File: src/hdl/ldcs_map.svh
/*
 * Register offsets, descriptor control word fields and reset values of
 * the link descriptor control sequencer.
 * Assumes an 8-bit AXI4-Lite byte address and 32-bit data.
 */
`ifndef LDCS_MAP_SVH
`define LDCS_MAP_SVH

// ----------------------------------------------------------------------
// register byte offsets
// ----------------------------------------------------------------------
`define LDCS_REG_CTRL      8'h00
`define LDCS_REG_ADVANCE   8'h04
`define LDCS_REG_FIRST     8'h08
`define LDCS_REG_STATUS    8'h0c
`define LDCS_REG_IRQ_STAT  8'h10
`define LDCS_REG_IRQ_MASK  8'h14

// ----------------------------------------------------------------------
// register fields and reset values
// ----------------------------------------------------------------------
`define LDCS_CTRL_RUN      0
`define LDCS_ADV_BIT       0
`define LDCS_IRQ_LINK      0
`define LDCS_IRQ_CHAIN     1
`define LDCS_RST_CTRL      1'h0
`define LDCS_RST_FIRST     16'h0000
`define LDCS_RST_IRQ       2'h0
`define LDCS_RESP_OKAY     2'h0
`define LDCS_RESP_SLVERR   2'h2

// ----------------------------------------------------------------------
// link descriptor flags word
// ----------------------------------------------------------------------
`define LDCS_CW_LOOPCNT    31:16
`define LDCS_CW_KIND       13:12
`define LDCS_CW_META       11
`define LDCS_CW_LAST       10
`define LDCS_CW_CHAINIRQ   9
`define LDCS_CW_LINKIRQ    8
`define LDCS_CW_STOPEOP    7
`define LDCS_CW_STEP       3
`define LDCS_CW_SOPGATE    2
`define LDCS_CW_AUTO       0

`endif

File: src/hdl/ldcs_pkg.sv
/*
 * Types of the link descriptor control sequencer.
 * Assumes nothing beyond a SystemVerilog compiler.
 */
package ldcs_pkg;

    // descriptor as returned by the descriptor store
    typedef struct packed {
        logic [31:0] flags;
        logic [31:0] byteCount;
        logic [63:0] destAddr;
        logic [63:0] metaAddr;
        logic [31:0] loopStride;
        logic [15:0] nextLink;
    } ldcs_desc_t;

    // one transfer order to the data mover
    typedef struct packed {
        logic [63:0] destAddr;
        logic [63:0] metaAddr;
        logic [31:0] byteCount;
        logic [1:0]  requestAddressKind;
        logic        metaEnable;
        logic        stopOnEop;
    } ldcs_xfer_t;

    typedef enum logic [5:0] {
        ST_IDLE  = 6'h01,
        ST_FETCH = 6'h02,
        ST_ARM   = 6'h04,
        ST_GATE  = 6'h08,
        ST_RUN   = 6'h10,
        ST_STEP  = 6'h20
    } ldcs_state_t;

endpackage

File: src/hdl/ldcs_sequencer.sv
/*
 * Per-link control sequencer of a stream-to-PCIe write DMA: walks a
 * linked list of descriptors, launches, repeats and ends transfers,
 * raises link and chain interrupts; AXI4-Lite register slave.
 * Assumes a descriptor store answering descReq with descValid, and a
 * data mover taking xferStart and reporting xferDone.
 */
// How it works
// - incr mode repeats the link loop-count times before moving on.
// - the two-bit address kind goes into every write request header.
// - metadata packets are written only when the metadata bit is set.
// - a final link ends the chain; no successor is fetched.
// - chain-done event raised at chain end only if its enable bit is set.
// - link-done event raised per finished link only if its enable bit is set.
// - stop-on-eop set ends the transfer at the next end of packet.
// - stop-on-eop clear ignores end of packet; byte count ends it.
// - stepping adds the stride to the destination after each pass.
// - packet-gated launch waits for start of packet with gate high.
// - without packet gating the launch ignores the gate.
// - manual mode waits for a host toggle of the advance bit.
// - auto mode launches every link after the first without an advance toggle.
// - the first link of a chain always waits for an advance toggle.
// - after a non-final link the successor pointer is fetched.
// - the stride is the 32-bit descriptor word added when stepping.
// - each cycle with an enabled interrupt event gives a one-cycle pulse; link and chain events of one cycle share it.
`timescale 1ns/1ps
`include "ldcs_map.svh"

module ldcs_sequencer (
    input  wire logic                clk,
    input  wire logic                sys_rst,
    input  wire logic [7:0]          s_axi_awaddr,
    input  wire logic                s_axi_awvalid,
    output logic                     s_axi_awready,
    input  wire logic [31:0]         s_axi_wdata,
    input  wire logic [3:0]          s_axi_wstrb,
    input  wire logic                s_axi_wvalid,
    output logic                     s_axi_wready,
    output logic [1:0]               s_axi_bresp,
    output logic                     s_axi_bvalid,
    input  wire logic                s_axi_bready,
    input  wire logic [7:0]          s_axi_araddr,
    input  wire logic                s_axi_arvalid,
    output logic                     s_axi_arready,
    output logic [31:0]              s_axi_rdata,
    output logic [1:0]               s_axi_rresp,
    output logic                     s_axi_rvalid,
    input  wire logic                s_axi_rready,
    output logic                     descReq,
    output logic [15:0]              descAddr,
    input  wire logic                descValid,
    input  wire ldcs_pkg::ldcs_desc_t descData,
    input  wire logic                streamSop,
    input  wire logic                streamEop,
    input  wire logic                streamGate,
    output logic                     xferStart,
    output logic                     xferAbort,
    output ldcs_pkg::ldcs_xfer_t     xferOrder,
    input  wire logic                xferDone,
    output logic                     irq,
    output logic                     irqPulse
);

    // ------------------------------------------------------------------
    // declarations
    // ------------------------------------------------------------------
    logic                  run, next_run, runPrev;
    logic                  advBit, next_advBit, advRef, next_advRef;
    logic [15:0]           firstLink, next_firstLink;
    logic [1:0]            irqStat, next_irqStat, irqMask, next_irqMask;
    logic                  bvalid, next_bvalid, rvalid, next_rvalid;
    logic [1:0]            bresp, next_bresp, rresp, next_rresp;
    logic [31:0]           rdata, next_rdata;
    logic                  wrTake;
    ldcs_pkg::ldcs_state_t state, next_state;
    ldcs_pkg::ldcs_desc_t  desc, next_desc;
    ldcs_pkg::ldcs_xfer_t  next_xferOrder;
    logic [63:0]           curDest, next_curDest;
    logic [15:0]           passCnt, next_passCnt, linkAddr, next_linkAddr;
    logic                  firstLinkOfChain, next_firstLinkOfChain;
    logic                  next_xferStart, next_xferAbort;
    logic                  evtLink, next_evtLink, evtChain, next_evtChain;
    logic                  next_irqPulse;
    logic                  linkFinal, launchOk;

    // ------------------------------------------------------------------
    // AXI4-Lite slave
    // ------------------------------------------------------------------
    // write channels taken together, only while no response is pending
    assign wrTake        = s_axi_awvalid & s_axi_wvalid & ~bvalid;
    assign s_axi_awready = wrTake;
    assign s_axi_wready  = wrTake;
    assign s_axi_arready = ~rvalid;
    assign s_axi_bvalid  = bvalid;
    assign s_axi_bresp   = bresp;
    assign s_axi_rvalid  = rvalid;
    assign s_axi_rresp   = rresp;
    assign s_axi_rdata   = rdata;

    // register next values; hardware events win over write-one-to-clear
    always_comb begin
        next_run       = run;
        next_advBit    = advBit;
        next_firstLink = firstLink;
        next_irqMask   = irqMask;
        next_irqStat   = irqStat;
        next_bvalid    = bvalid & ~s_axi_bready;
        next_bresp     = bresp;
        next_rvalid    = rvalid & ~s_axi_rready;
        next_rresp     = rresp;
        next_rdata     = rdata;
        if (wrTake) begin
            next_bvalid = 1'b1;
            next_bresp  = `LDCS_RESP_OKAY;
            unique case (s_axi_awaddr)
                `LDCS_REG_CTRL: begin
                    if (s_axi_wstrb[0]) next_run = s_axi_wdata[`LDCS_CTRL_RUN];
                end
                `LDCS_REG_ADVANCE: begin
                    if (s_axi_wstrb[0]) next_advBit = s_axi_wdata[`LDCS_ADV_BIT];
                end
                `LDCS_REG_FIRST: begin
                    if (s_axi_wstrb[0]) next_firstLink[7:0] = s_axi_wdata[7:0];
                    if (s_axi_wstrb[1]) next_firstLink[15:8] = s_axi_wdata[15:8];
                end
                `LDCS_REG_IRQ_STAT: begin
                    if (s_axi_wstrb[0]) next_irqStat = irqStat & ~s_axi_wdata[1:0];
                end
                `LDCS_REG_IRQ_MASK: begin
                    if (s_axi_wstrb[0]) next_irqMask = s_axi_wdata[1:0];
                end
                `LDCS_REG_STATUS: begin
                end
                default: next_bresp = `LDCS_RESP_SLVERR;
            endcase
        end
        next_irqStat[`LDCS_IRQ_LINK]  = next_irqStat[`LDCS_IRQ_LINK] | evtLink;
        next_irqStat[`LDCS_IRQ_CHAIN] = next_irqStat[`LDCS_IRQ_CHAIN] | evtChain;
        if (s_axi_arvalid && !rvalid) begin
            next_rvalid = 1'b1;
            next_rresp  = `LDCS_RESP_OKAY;
            unique case (s_axi_araddr)
                `LDCS_REG_CTRL:     next_rdata = {31'h0, run};
                `LDCS_REG_ADVANCE:  next_rdata = {31'h0, advBit};
                `LDCS_REG_FIRST:    next_rdata = {16'h0, firstLink};
                `LDCS_REG_STATUS:   next_rdata = {10'h0, state, linkAddr};
                `LDCS_REG_IRQ_STAT: next_rdata = {30'h0, irqStat};
                `LDCS_REG_IRQ_MASK: next_rdata = {30'h0, irqMask};
                default: begin
                    next_rdata = 32'h0;
                    next_rresp = `LDCS_RESP_SLVERR;
                end
            endcase
        end
    end

    always_ff @(posedge clk or posedge sys_rst) begin
        if (sys_rst) begin
            run       <= `LDCS_RST_CTRL;
            advBit    <= `LDCS_RST_CTRL;
            firstLink <= `LDCS_RST_FIRST;
            irqStat   <= `LDCS_RST_IRQ;
            irqMask   <= `LDCS_RST_IRQ;
            bvalid    <= 1'b0;
            bresp     <= `LDCS_RESP_OKAY;
            rvalid    <= 1'b0;
            rresp     <= `LDCS_RESP_OKAY;
            rdata     <= 32'h0;
        end else begin
            run       <= next_run;
            advBit    <= next_advBit;
            firstLink <= next_firstLink;
            irqStat   <= next_irqStat;
            irqMask   <= next_irqMask;
            bvalid    <= next_bvalid;
            bresp     <= next_bresp;
            rvalid    <= next_rvalid;
            rresp     <= next_rresp;
            rdata     <= next_rdata;
        end
    end

    // level interrupt from masked sticky status
    assign irq = |(irqStat & irqMask);

    // ------------------------------------------------------------------
    // link sequencer
    // ------------------------------------------------------------------
    // only named flag fields are decoded, reserved bits never read
    assign linkFinal = !(desc.flags[`LDCS_CW_STEP]
                       && (passCnt + 16'h0001) < desc.flags[`LDCS_CW_LOOPCNT]);
    // first link or manual mode needs an advance toggle
    assign launchOk  = (!firstLinkOfChain && desc.flags[`LDCS_CW_AUTO])
                       || (advBit != advRef);

    // next state of the descriptor walk
    always_comb begin
        next_state            = state;
        next_desc             = desc;
        next_curDest          = curDest;
        next_passCnt          = passCnt;
        next_linkAddr         = linkAddr;
        next_firstLinkOfChain = firstLinkOfChain;
        next_advRef           = advRef;
        next_xferOrder        = xferOrder;
        next_xferStart        = 1'b0;
        next_xferAbort        = 1'b0;
        next_evtLink          = 1'b0;
        next_evtChain         = 1'b0;
        next_irqPulse         = |({evtChain, evtLink} & irqMask);
        unique case (state)
            ldcs_pkg::ST_IDLE: begin
                if (run && !runPrev) begin
                    next_linkAddr         = firstLink;
                    next_firstLinkOfChain = 1'b1;
                    next_advRef           = advBit;
                    next_state            = ldcs_pkg::ST_FETCH;
                end
            end
            ldcs_pkg::ST_FETCH: begin
                if (descValid) begin
                    next_desc    = descData;
                    next_curDest = descData.destAddr;
                    next_passCnt = 16'h0000;
                    next_state   = ldcs_pkg::ST_ARM;
                end
            end
            ldcs_pkg::ST_ARM: begin
                if (launchOk) begin
                    next_advRef = advBit;
                    next_state  = ldcs_pkg::ST_GATE;
                end
            end
            ldcs_pkg::ST_GATE: begin
                if (!desc.flags[`LDCS_CW_SOPGATE] || (streamSop && streamGate)) begin
                    next_xferStart                    = 1'b1;
                    next_xferOrder.destAddr           = curDest;
                    next_xferOrder.metaAddr           = desc.metaAddr;
                    next_xferOrder.byteCount          = desc.byteCount;
                    next_xferOrder.requestAddressKind = desc.flags[`LDCS_CW_KIND];
                    next_xferOrder.metaEnable         = desc.flags[`LDCS_CW_META];
                    next_xferOrder.stopOnEop          = desc.flags[`LDCS_CW_STOPEOP];
                    next_state                        = ldcs_pkg::ST_RUN;
                end
            end
            ldcs_pkg::ST_RUN: begin
                if (desc.flags[`LDCS_CW_STOPEOP] && streamEop) begin
                    next_xferAbort = 1'b1;
                    next_state     = ldcs_pkg::ST_STEP;
                end else if (xferDone) begin
                    next_state = ldcs_pkg::ST_STEP;
                end
            end
            ldcs_pkg::ST_STEP: begin
                if (desc.flags[`LDCS_CW_STEP]) begin
                    next_curDest = curDest + {32'h0, desc.loopStride};
                end
                if (!linkFinal) begin
                    next_passCnt = passCnt + 16'h0001;
                    next_state   = ldcs_pkg::ST_GATE;
                end else begin
                    next_evtLink = desc.flags[`LDCS_CW_LINKIRQ];
                    if (desc.flags[`LDCS_CW_LAST]) begin
                        next_evtChain = desc.flags[`LDCS_CW_CHAINIRQ];
                        next_state    = ldcs_pkg::ST_IDLE;
                    end else begin
                        next_linkAddr         = desc.nextLink;
                        next_firstLinkOfChain = 1'b0;
                        next_state            = ldcs_pkg::ST_FETCH;
                    end
                end
            end
            default: next_state = ldcs_pkg::ST_IDLE;
        endcase
    end

    always_ff @(posedge clk or posedge sys_rst) begin
        if (sys_rst) begin
            state            <= ldcs_pkg::ST_IDLE;
            desc             <= '0;
            curDest          <= 64'h0;
            passCnt          <= 16'h0000;
            linkAddr         <= 16'h0000;
            firstLinkOfChain <= 1'b1;
            advRef           <= 1'b0;
            runPrev          <= 1'b0;
            xferOrder        <= '0;
            xferStart        <= 1'b0;
            xferAbort        <= 1'b0;
            evtLink          <= 1'b0;
            evtChain         <= 1'b0;
            irqPulse         <= 1'b0;
        end else begin
            state            <= next_state;
            desc             <= next_desc;
            curDest          <= next_curDest;
            passCnt          <= next_passCnt;
            linkAddr         <= next_linkAddr;
            firstLinkOfChain <= next_firstLinkOfChain;
            advRef           <= next_advRef;
            runPrev          <= run;
            xferOrder        <= next_xferOrder;
            xferStart        <= next_xferStart;
            xferAbort        <= next_xferAbort;
            evtLink          <= next_evtLink;
            evtChain         <= next_evtChain;
            irqPulse         <= next_irqPulse;
        end
    end

    assign descReq  = (state == ldcs_pkg::ST_FETCH);
    assign descAddr = linkAddr;

    // ------------------------------------------------------------------
    // checks
    // ------------------------------------------------------------------
    property p_loop_repeat;
        @(posedge clk) disable iff (sys_rst)
        (state == ldcs_pkg::ST_STEP && !linkFinal) |=>
            state == ldcs_pkg::ST_GATE && passCnt == $past(passCnt) + 16'h0001;
    endproperty
    a_loop_repeat: assert property (p_loop_repeat) else $error("repeat pass lost");

    property p_order_fields;
        @(posedge clk) disable iff (sys_rst)
        xferStart |-> xferOrder.requestAddressKind == desc.flags[`LDCS_CW_KIND]
            && xferOrder.metaEnable == desc.flags[`LDCS_CW_META];
    endproperty
    a_order_fields: assert property (p_order_fields) else $error("order fields wrong");

    property p_final_link;
        @(posedge clk) disable iff (sys_rst)
        (state == ldcs_pkg::ST_STEP && linkFinal && desc.flags[`LDCS_CW_LAST]) |=>
            state == ldcs_pkg::ST_IDLE ##1 !descReq;
    endproperty
    a_final_link: assert property (p_final_link) else $error("fetch after last");

    property p_chain_evt;
        @(posedge clk) disable iff (sys_rst)
        evtChain |-> $past(state == ldcs_pkg::ST_STEP && linkFinal
            && desc.flags[`LDCS_CW_LAST] && desc.flags[`LDCS_CW_CHAINIRQ]);
    endproperty
    a_chain_evt: assert property (p_chain_evt) else $error("bad chain event");

    property p_link_evt;
        @(posedge clk) disable iff (sys_rst)
        (state == ldcs_pkg::ST_STEP && linkFinal && desc.flags[`LDCS_CW_LINKIRQ]) |=>
            evtLink ##1 !evtLink;
    endproperty
    a_link_evt: assert property (p_link_evt) else $error("link event missing");

    property p_eop_stop;
        @(posedge clk) disable iff (sys_rst)
        (state == ldcs_pkg::ST_RUN && desc.flags[`LDCS_CW_STOPEOP] && streamEop) |=>
            xferAbort && state == ldcs_pkg::ST_STEP;
    endproperty
    a_eop_stop: assert property (p_eop_stop) else $error("eop did not stop");

    property p_eop_ignored;
        @(posedge clk) disable iff (sys_rst)
        (state == ldcs_pkg::ST_RUN && !desc.flags[`LDCS_CW_STOPEOP] && !xferDone) |=>
            state == ldcs_pkg::ST_RUN && !xferAbort;
    endproperty
    a_eop_ignored: assert property (p_eop_ignored) else $error("early end");

    property p_stride;
        @(posedge clk) disable iff (sys_rst)
        (state == ldcs_pkg::ST_STEP && desc.flags[`LDCS_CW_STEP]) |=>
            curDest == $past(curDest) + {32'h0, $past(desc.loopStride)};
    endproperty
    a_stride: assert property (p_stride) else $error("stride not added");

    property p_gate_wait;
        @(posedge clk) disable iff (sys_rst)
        (state == ldcs_pkg::ST_GATE && desc.flags[`LDCS_CW_SOPGATE]
            && !(streamSop && streamGate)) |=> !xferStart;
    endproperty
    a_gate_wait: assert property (p_gate_wait) else $error("launch without gate");

    property p_advance_wait;
        @(posedge clk) disable iff (sys_rst)
        (state == ldcs_pkg::ST_ARM && (firstLinkOfChain || !desc.flags[`LDCS_CW_AUTO])
            && advBit == advRef) |=> state == ldcs_pkg::ST_ARM;
    endproperty
    a_advance_wait: assert property (p_advance_wait) else $error("launch w/o toggle");

    property p_auto_go;
        @(posedge clk) disable iff (sys_rst)
        (state == ldcs_pkg::ST_ARM && !firstLinkOfChain && desc.flags[`LDCS_CW_AUTO]) |=>
            state == ldcs_pkg::ST_GATE;
    endproperty
    a_auto_go: assert property (p_auto_go) else $error("auto launch stalled");

    property p_successor;
        @(posedge clk) disable iff (sys_rst)
        (state == ldcs_pkg::ST_STEP && linkFinal && !desc.flags[`LDCS_CW_LAST]) |=>
            descReq && descAddr == $past(desc.nextLink);
    endproperty
    a_successor: assert property (p_successor) else $error("wrong successor");

    property p_pulse;
        @(posedge clk) disable iff (sys_rst)
        irqPulse |-> $past(|({evtChain, evtLink} & irqMask)) ##1 !irqPulse;
    endproperty
    a_pulse: assert property (p_pulse) else $error("irq pulse wrong");

endmodule

File: config.mk
export PLATFORM = sky130hd
export DESIGN_NAME = ldcs_sequencer
export DESIGN_NICKNAME = d
export VERILOG_FILES = /design/src/hdl/ldcs_pkg.sv /design/src/hdl/ldcs_sequencer.sv
export VERILOG_INCLUDE_DIRS = /design/src /design/src/hdl
export SDC_FILE = /design/constraint.sdc
export NUM_CORES = 1
export LEC_CHECK = 0
export ABC_CLOCK_PERIOD_IN_PS = 35300
export BUFFER_PORTS_ARGS = -buffer_cell sky130_fd_sc_hd__buf_2
export CAP_MARGIN = 10
export CORE_AREA = 2 2 206 208
export DETAILED_ROUTE_END_ITERATION = 16
export DIE_AREA = 0 0 208 210
export PLACE_DENSITY = 0.8
export SLEW_MARGIN = 15
export SYNTH_ARGS = -nofsm -noshare
export SYNTH_HDL_FRONTEND = slang
export SYNTH_SLANG_ARGS = --single-unit
export TNS_END_PERCENT = 50
File: constraint.sdc
create_clock -name clk -period 35.3 [get_ports clk]
set_input_delay 0 -clock clk [delete_from_list [all_inputs] [get_ports clk]]
set_output_delay 0 -clock clk [all_outputs]
set_load 0.02 [all_outputs]
==> results of run 1 <==
through the flow:
stage | setup slack (ps) | cells | hold WS [ps] | power [mW] | utilization, %
floorplan | 21570 | 2171 | 96.4 | 1.25 | -
global placement | 31000 | 3092 | 192 | 1.38 | 60.9
detailed placement | 30890 | 3092 | 205 | 1.41 | 60.9
CTS | 30870 | 3463 | 17.4 | 2.01 | 71.9
global route | 30540 | 3468 | 42.5 | 2.15 | 72.0
finish | 30810 | 3470 | 65.0 | 2.04 | 72.0
worst paths after layout:
check / start / end / slack, ps / cells after the start
setup reg to reg: passCnt[2] / descAddr[8] / 30810 / 15
hold reg to reg: desc[183] / xferOrder[11] / 460 / 2
max in group asynchronous: sys_rst / desc[188] / 33580 / 4
min in group asynchronous: sys_rst / xferOrder[132] / 150 / 3
setup / recovery: passCnt[2] / descAddr[8] / 30810 / 15
hold / removal: s_axi_araddr[2] / s_axi_rdata[3] / 70 / 3
synthesized netlist by cell type, types with 6 or more instances:
cell type    n
nand4_1     15
inv_1       33
a2bb2oi_1    6
dfrtp_1    490
buf_1        8
mux2i_1     16
o31ai_1     12
nand2_1    568
ha_1        48
and2_1       7
buf_4       13
o21ai_0     76
a22o_1       9
and3_1      30
a311oi_1     6
xnor2_1     23
clkbuf_1    97
a211oi_1    10
nor2_1      76
xor2_1      17
or2_2        6
a21oi_1     99
o22ai_1     18
nand3_1     56
nor4_1       9
nand2b_1     9
a21o_1      21
nor3_1      26
a31oi_1     21
mux2_2     237
placed cells by master (no fill, tap or decap), types with 7 or more instances in the layout:
cell type	count
nand2_1	566
buf_2	493
dfrtp_1	490
dlygate4sd3_1	279
mux2_2	237
a21oi_1	98
o21ai_0	76
nor2_1	76
nand3_1	56
clkbuf_16	53
ha_1	48
inv_1	32
and3_1	30
nor3_1	26
xnor2_1	23
a21o_1	21
a31oi_1	21
o22ai_1	18
xor2_1	17
mux2i_1	16
nand4_1	15
clkbuf_8	13
o31ai_1	12
conb_1	12
buf_4	11
a211oi_1	10
clkbuf_1	10
nor4_1	9
nand2b_1	9
a22o_1	9
diode_2	7
and2_1	7
registers in the layout (all words and copies together) (netlist names), 2 cells and up:
name / cells
s_axi_rdata: 22
passCnt: 16
curDest: 64
state: 6
irqStat: 2
desc: 170
irqMask: 2
firstLink: 16
descAddr: 16
xferOrder: 164
per-layer routing:
metal / global-route usage (%) / routed length (um)
met5: 0 / 26
met4: 18.3 / 4410
met2: 58.0 / 37400
met3: 8.21 / 5920
met1: 40.3 / 27700
cells by family after synthesis:
| family | count (synthesis) |
|---|---|
| buffers and inverters | 158 |
| flip-flops | 492 |
| adder cells (fa/ha/maj) | 49 |
| AND/OR/NAND/NOR | 838 |
| other | 1 |
| multiplexers | 254 |
| AO/OA/AOI/OAI | 328 |
| XOR/XNOR | 40 |
where the power goes:
group | internal (mW) | leakage (nW) | switching (mW) | total, mW
registers | 0.705 | 6.43 | 0.116 | 0.821
logic | 0.293 | 8.22 | 0.353 | 0.647
clock network | 0.340 | 0.868 | 0.238 | 0.577
layout make-up:
class | instances | area share [%]
sequential | 492 | 41.3
multi-input combinational | 1521 | 32.0
timing repair buffer | 785 | 18.0
clock buffer | 76 | 5.17
tap | 539 | 2.26
clock inverter | 16 | 0.801
inverter | 34 | 0.461
antenna | 7 | 0.0587
critical path: stages, from the launching register on:
cell and delay (ps):
dfrtp_1 430, and3_1 230, and3_1 230, nand3_1 200, nor2b_1 210, and4_1 290, nand3_1 150, xnor2_1 160
ha_1 300, o2111ai_1 160, nor2_1 170, o2bb2ai_1 140, a31oi_1 130, o21ai_0 210, nand3_1 750, mux2_2 580
==> impl_metrics.json, run 1 <==
{
  "synth_area_leaders": "dfrtp_1, mux2_2, nand2_1",
  "vias_per_cell": 5.88,
  "hold_class": "in -> reg",
  "syn_inst": 2160,
  "design_area_um2": 29800,
  "synth_top_area_share_pct": 54.6,
  "peakVddDrop_mv": 0.0585,
  "synth_xor_area_share_pct": 1.56,
  "track_usage_pct": 34.1,
  "seq_area_um2": 12300,
  "ys_warn_count": 0,
  "wl_per_cell_um": 21.7,
  "setup.worst_path.class": "reg -> reg",
  "drtIter0Drc": 2228,
  "globalplace.congestion": 0.912,
  "antenna_left": 0,
  "yosysSeqAreaShare_pct": 54.9,
  "status": "complete, no violations",
  "multi_input_area_um2": 9540,
  "grt_overflow": 0,
  "synth_top_area_cell": "dfrtp_1",
  "synth_top_family_by_area": "simple AND/OR/NAND/NOR gates",
  "end_kind": "register",
  "wl_um": 75400,
  "grt_max_degree": 185,
  "dpl-instance-area_um2": 25300,
  "holdBufCountCts": 279,
  "cts_tree": "yes",
  "cts_buffer_depth": 3,
  "powerDensity_nw_per_um2": 68.5,
  "die_width_um": 208,
  "startpoint_type": "register",
  "die_h_um": 210,
  "drv_cap": 0,
  "setup_violations": 0,
  "dp_hpwl_um": 43500,
  "yosys.area_share.simple_pct": 16.0,
  "num_io_pins": 530,
  "vias": 20400,
  "drive_above_1_share_pct": 29.1,
  "cts_resized": 0,
  "slew_headroom_pct": 25.5,
  "final_max_slew_viol_count": 0,
  "grt_pass1_vias": 21500,
  "finClkSkew_ps": 26.2,
  "finalNetCount": 3238,
  "synth_seq_cells": 492,
  "grt_pass1_wl_um": 118000,
  "root_buffer": "clkbuf_16",
  "crit_arrival_ps": 4960,
  "fmax_mhz": 223,
  "htree_levels": 2,
  "tns_ps": 0,
  "synth_cell_types": 75,
  "max_slew.worst_pin.slew_ps": 1120,
  "synth_adder_area_share_pct": 2.77,
  "placementRows": 75,
  "coreArea_um2": 41500,
  "finalCriticalPeriod_ps": 4490,
  "firstDrtPassIters": 7,
  "dieArea_um2": 43700,
  "synthFlopType": "dfrtp_1",
  "worstPathRequired_ps": 35770,
  "cts_made_buffers": 51,
  "synthMuxAreaShare_pct": 12.7,
  "clock_sinks": 492,
  "grt_antenna_before_repair": 8,
  "nFillCells": 2630,
  "drc_errors": 0,
  "area_growth_syn_to_layout_pct": 33.0,
  "synth-compound-area-share_pct": 9.16,
  "io_buffer_count": 493,
  "leakagePower_nw": 15.5,
  "start_util_pct": 54.1,
  "clock_latency_ps": 610,
  "avgSynthCellArea_um2": 10.4,
  "grt_setup_unrepaired": "no",
  "clk_pin_slew_ps": 70,
  "critPathMaxFanout": 17,
  "synthArstFlopShare_pct": 100,
  "hold_viol_final": 0,
  "post_cts_buffers": 0,
  "synth_area_um2": 22400,
  "period_share_pct": 12.7,
  "synth-edff-count": 0
}
Power figures use the tool's default switching activity.
==> run 2: changes to the inputs <==
- ABC_AREA: unset -> 1
- ABC_CLOCK_PERIOD_IN_PS: 35300 -> 4700
- CORE_AREA: 2 2 206 208 -> unset
- CORE_MARGIN: unset -> 2
- CORE_UTILIZATION: unset -> 55
- DIE_AREA: 0 0 208 210 -> unset
- PLACE_DENSITY: 0.8 -> 0.81
- clock period: 35.3 -> 4.7 ns (I/O delays scaled with it)
==> run 2 against run 1 <==
Clock skew rose by 10 ps. Largest cell class unchanged. Count of clock-buffer cells in the layout grew 1. Register-to-register slack got worse by 30000 ps. Clock power grew to 7.4 times the previous value. Sequential power grew to 7.6 times the previous value. Combinational power rose to 9.4 times the previous value. Final cell count increased by 30%.
==> impl_metrics.json, run 2 <==
{
  "status": "complete, no violations",
  "drive_above_1_share_pct": 16.4,
  "synthFlopType": "dfrtp_1",
  "grt_use_met3_pct": 8.03,
  "grt_use_met1_pct": 45.3,
  "finalNetCount": 4239,
  "total_power_mw": 16.6,
  "vias_per_cell": 5.43,
  "dp_hpwl_um": 52400,
  "root_buffer": "clkbuf_16",
  "synth-edff-count": 0,
  "synth_top_area_cell": "dfrtp_1",
  "syn_inst": 3156,
  "setup_violations": 0,
  "grt_overflow": 0,
  "use_met2_pct": 61.3,
  "grt_pass1_vias": 24700,
  "placementRows": 76,
  "drv_cap": 0,
  "synth_area_leaders": "dfrtp_1, nand2_1, o21ai_0",
  "cts_made_buffers": 52,
  "wl_per_cell_um": 18.9,
  "cts_resized": 0,
  "mostFrequentLayoutCells": "nand2_1, buf_2, dfrtp_1",
  "globalplace.congestion": 0.980,
  "hold_slack_ps": 70.8,
  "area_growth_syn_to_layout_pct": 30.7,
  "num_io_pins": 530,
  "fmax_mhz": 250,
  "reg_top3": "desc: 170 flops, xferOrder: 164 flops, curDest: 64 flops",
  "largest_reg_flops": 170,
  "synth_most_common_cell": "nand2_1",
  "cts_buffer_depth": 3,
  "yosysSeqAreaShare_pct": 50.8,
  "die_width_um": 214,
  "finClkSkew_ps": 36.3,
  "clk_pin_slew_ps": 60,
  "grt_max_degree": 144,
  "synth_cell_types": 50,
  "startpoint_type": "register",
  "coreArea_um2": 43300,
  "period_share_pct": 85.2,
  "setup.worst_path.class": "reg -> reg",
  "top_usage_layer": "met2",
  "clock_latency_ps": 620,
  "start_util_pct": 56.1,
  "synth_top_area_share_pct": 50.5,
  "grt_pass1_wl_um": 135000,
  "synth_seq_cells": 492,
  "powerDensity_nw_per_um2": 525,
  "io_buffer_count": 493,
  "grt_setup_unrepaired": "no",
  "avgSynthCellArea_um2": 7.69,
  "vias": 24600,
  "grt_antenna_before_repair": 15,
  "track_usage_pct": 37.1,
  "r2r_slack_ps": 700,
  "slew_headroom_pct": 27.9,
  "hold_viol_final": 0,
  "synth_common_cells": "nand2_1, dfrtp_1, inv_1",
  "final_max_slew_viol_count": 0,
  "die_h_um": 214,
  "drtIter0Drc": 2744,
  "drc_errors": 0,
  "firstDrtPassIters": 7,
  "hold_class": "in -> reg",
  "antenna_left": 0,
  "crit_arrival_ps": 4560,
  "dieArea_um2": 45800,
  "ys_warn_count": 0,
  "clock_sinks": 492,
  "synth_area_um2": 24300,
  "cts_tree": "yes",
  "end_kind": "register",
  "wl_um": 85400,
  "final_common_cell": "nand2_1",
  "finalCriticalPeriod_ps": 4000,
  "leakagePower_nw": 16.9,
  "nFillCells": 3116,
  "peakVddDrop_mv": 0.422,
  "tns_ps": 0,
  "htree_levels": 2,
  "synthArstFlopShare_pct": 100,
  "max_slew.worst_pin.slew_ps": 1080,
  "regMostFlops": "desc",
  "worstPathRequired_ps": 5260,
  "utilization_pct": 73.3,
  "critPathMaxFanout": 11
}
## run 2: cell count changes after synthesis, moves of 17 or more
cell,change
a21oi_1,-24
and3_1,-29
buf_4,+17
a31oi_1,-19
a21o_1,-21
nand3_1,+89
inv_1,+372
nand2_1,+574
buf_2,+31
nor2_1,+117
o21ai_0,+261
clkbuf_1,-33
mux2_2,-229
## run 2: kinds of logic (layout without fill, tap and decap cells)
logic type	Yosys count	in the layout	share of synthesized area, %
XOR/XNOR	36	36	1.33
AO/OA/AOI/OAI	463	463	9.93
AND/OR/NAND/NOR	1561	1561	25.9
multiplexers	8	8	0.371
flip-flops	492	492	50.8
adder cells (fa/ha/maj)	49	49	2.56
other	1	26	0.0155
buffers and inverters	546	1306	9.13
## run 2: layout make-up
class | instances | area (um2) | share of cell area [%]
antenna | 14 | 35.0 | 0.110
clock buffer | 77 | 1550 | 4.87
clock inverter | 18 | 225 | 0.710
inverter | 413 | 1550 | 4.90
multi-input combinational | 2129 | 9790 | 30.9
sequential | 492 | 12300 | 38.8
tap | 585 | 732 | 2.31
timing repair buffer | 798 | 5510 | 17.4
## run 2: repair_timing
action,4_1_cts,5_1_grt
endpoints found under the hold margin,301,0
setup buffers,0,0
hold buffers,286,0
## run 2: per-stage QoR
stage               instance area [um2]  worst slack (ps)  cells
floorplan                         24300             -1970   3167
global placement                  27000              1350   4131
detailed placement                27000              1240   4131
CTS                               31700               750   4512
global route                      31700               313   4525
finish                            31700               696   4526
## run 2: metal layers
layer | up-vias | wire length, um
met2 | 1365 | 40100
met3 | 359 | 7470
met1 | 11600 | 32200
li1 | 11300 | -
met4 | 2 | 5590
met5 | - | 13
## run 2: final timing paths
kind | startpoint | depth (start not counted) | to
max | passCnt[0] | 21 | state[3]
min | s_axi_araddr[4] | 8 | s_axi_rdata[9]
max reg2reg | passCnt[0] | 21 | state[3]
min reg2reg | run | 0 | runPrev
max in group asynchronous | sys_rst | 4 | curDest[5]
min in group asynchronous | sys_rst | 3 | desc[236]
## run 2: power breakdown
part	switching (mW)	internal, mW	total [mW]	leakage [nW]
registers	0.824	5.44	6.27	6.33
logic	4.12	1.98	6.10	9.73
clock network	1.82	2.45	4.27	0.868
total	6.76	9.87	16.6	16.9
## run 2: critical path, stage by stage, from the launching register on
cell	delay, ps
dfrtp_1	430
ha_1	210
nand2_1	80
nor2_2	110
nand2_2	80
nor2_4	110
nand3_2	100
nor2_2	150
nand3_2	110
nor2_2	130
xor2_2	180
ha_1	250
nand2_1	70
inv_1	40
nand3_1	90
inv_1	50
a21oi_1	140
nand3_1	170
nor2_1	720
o21bai_1	130
nand2_1	90
dlygate4sd3_1	540
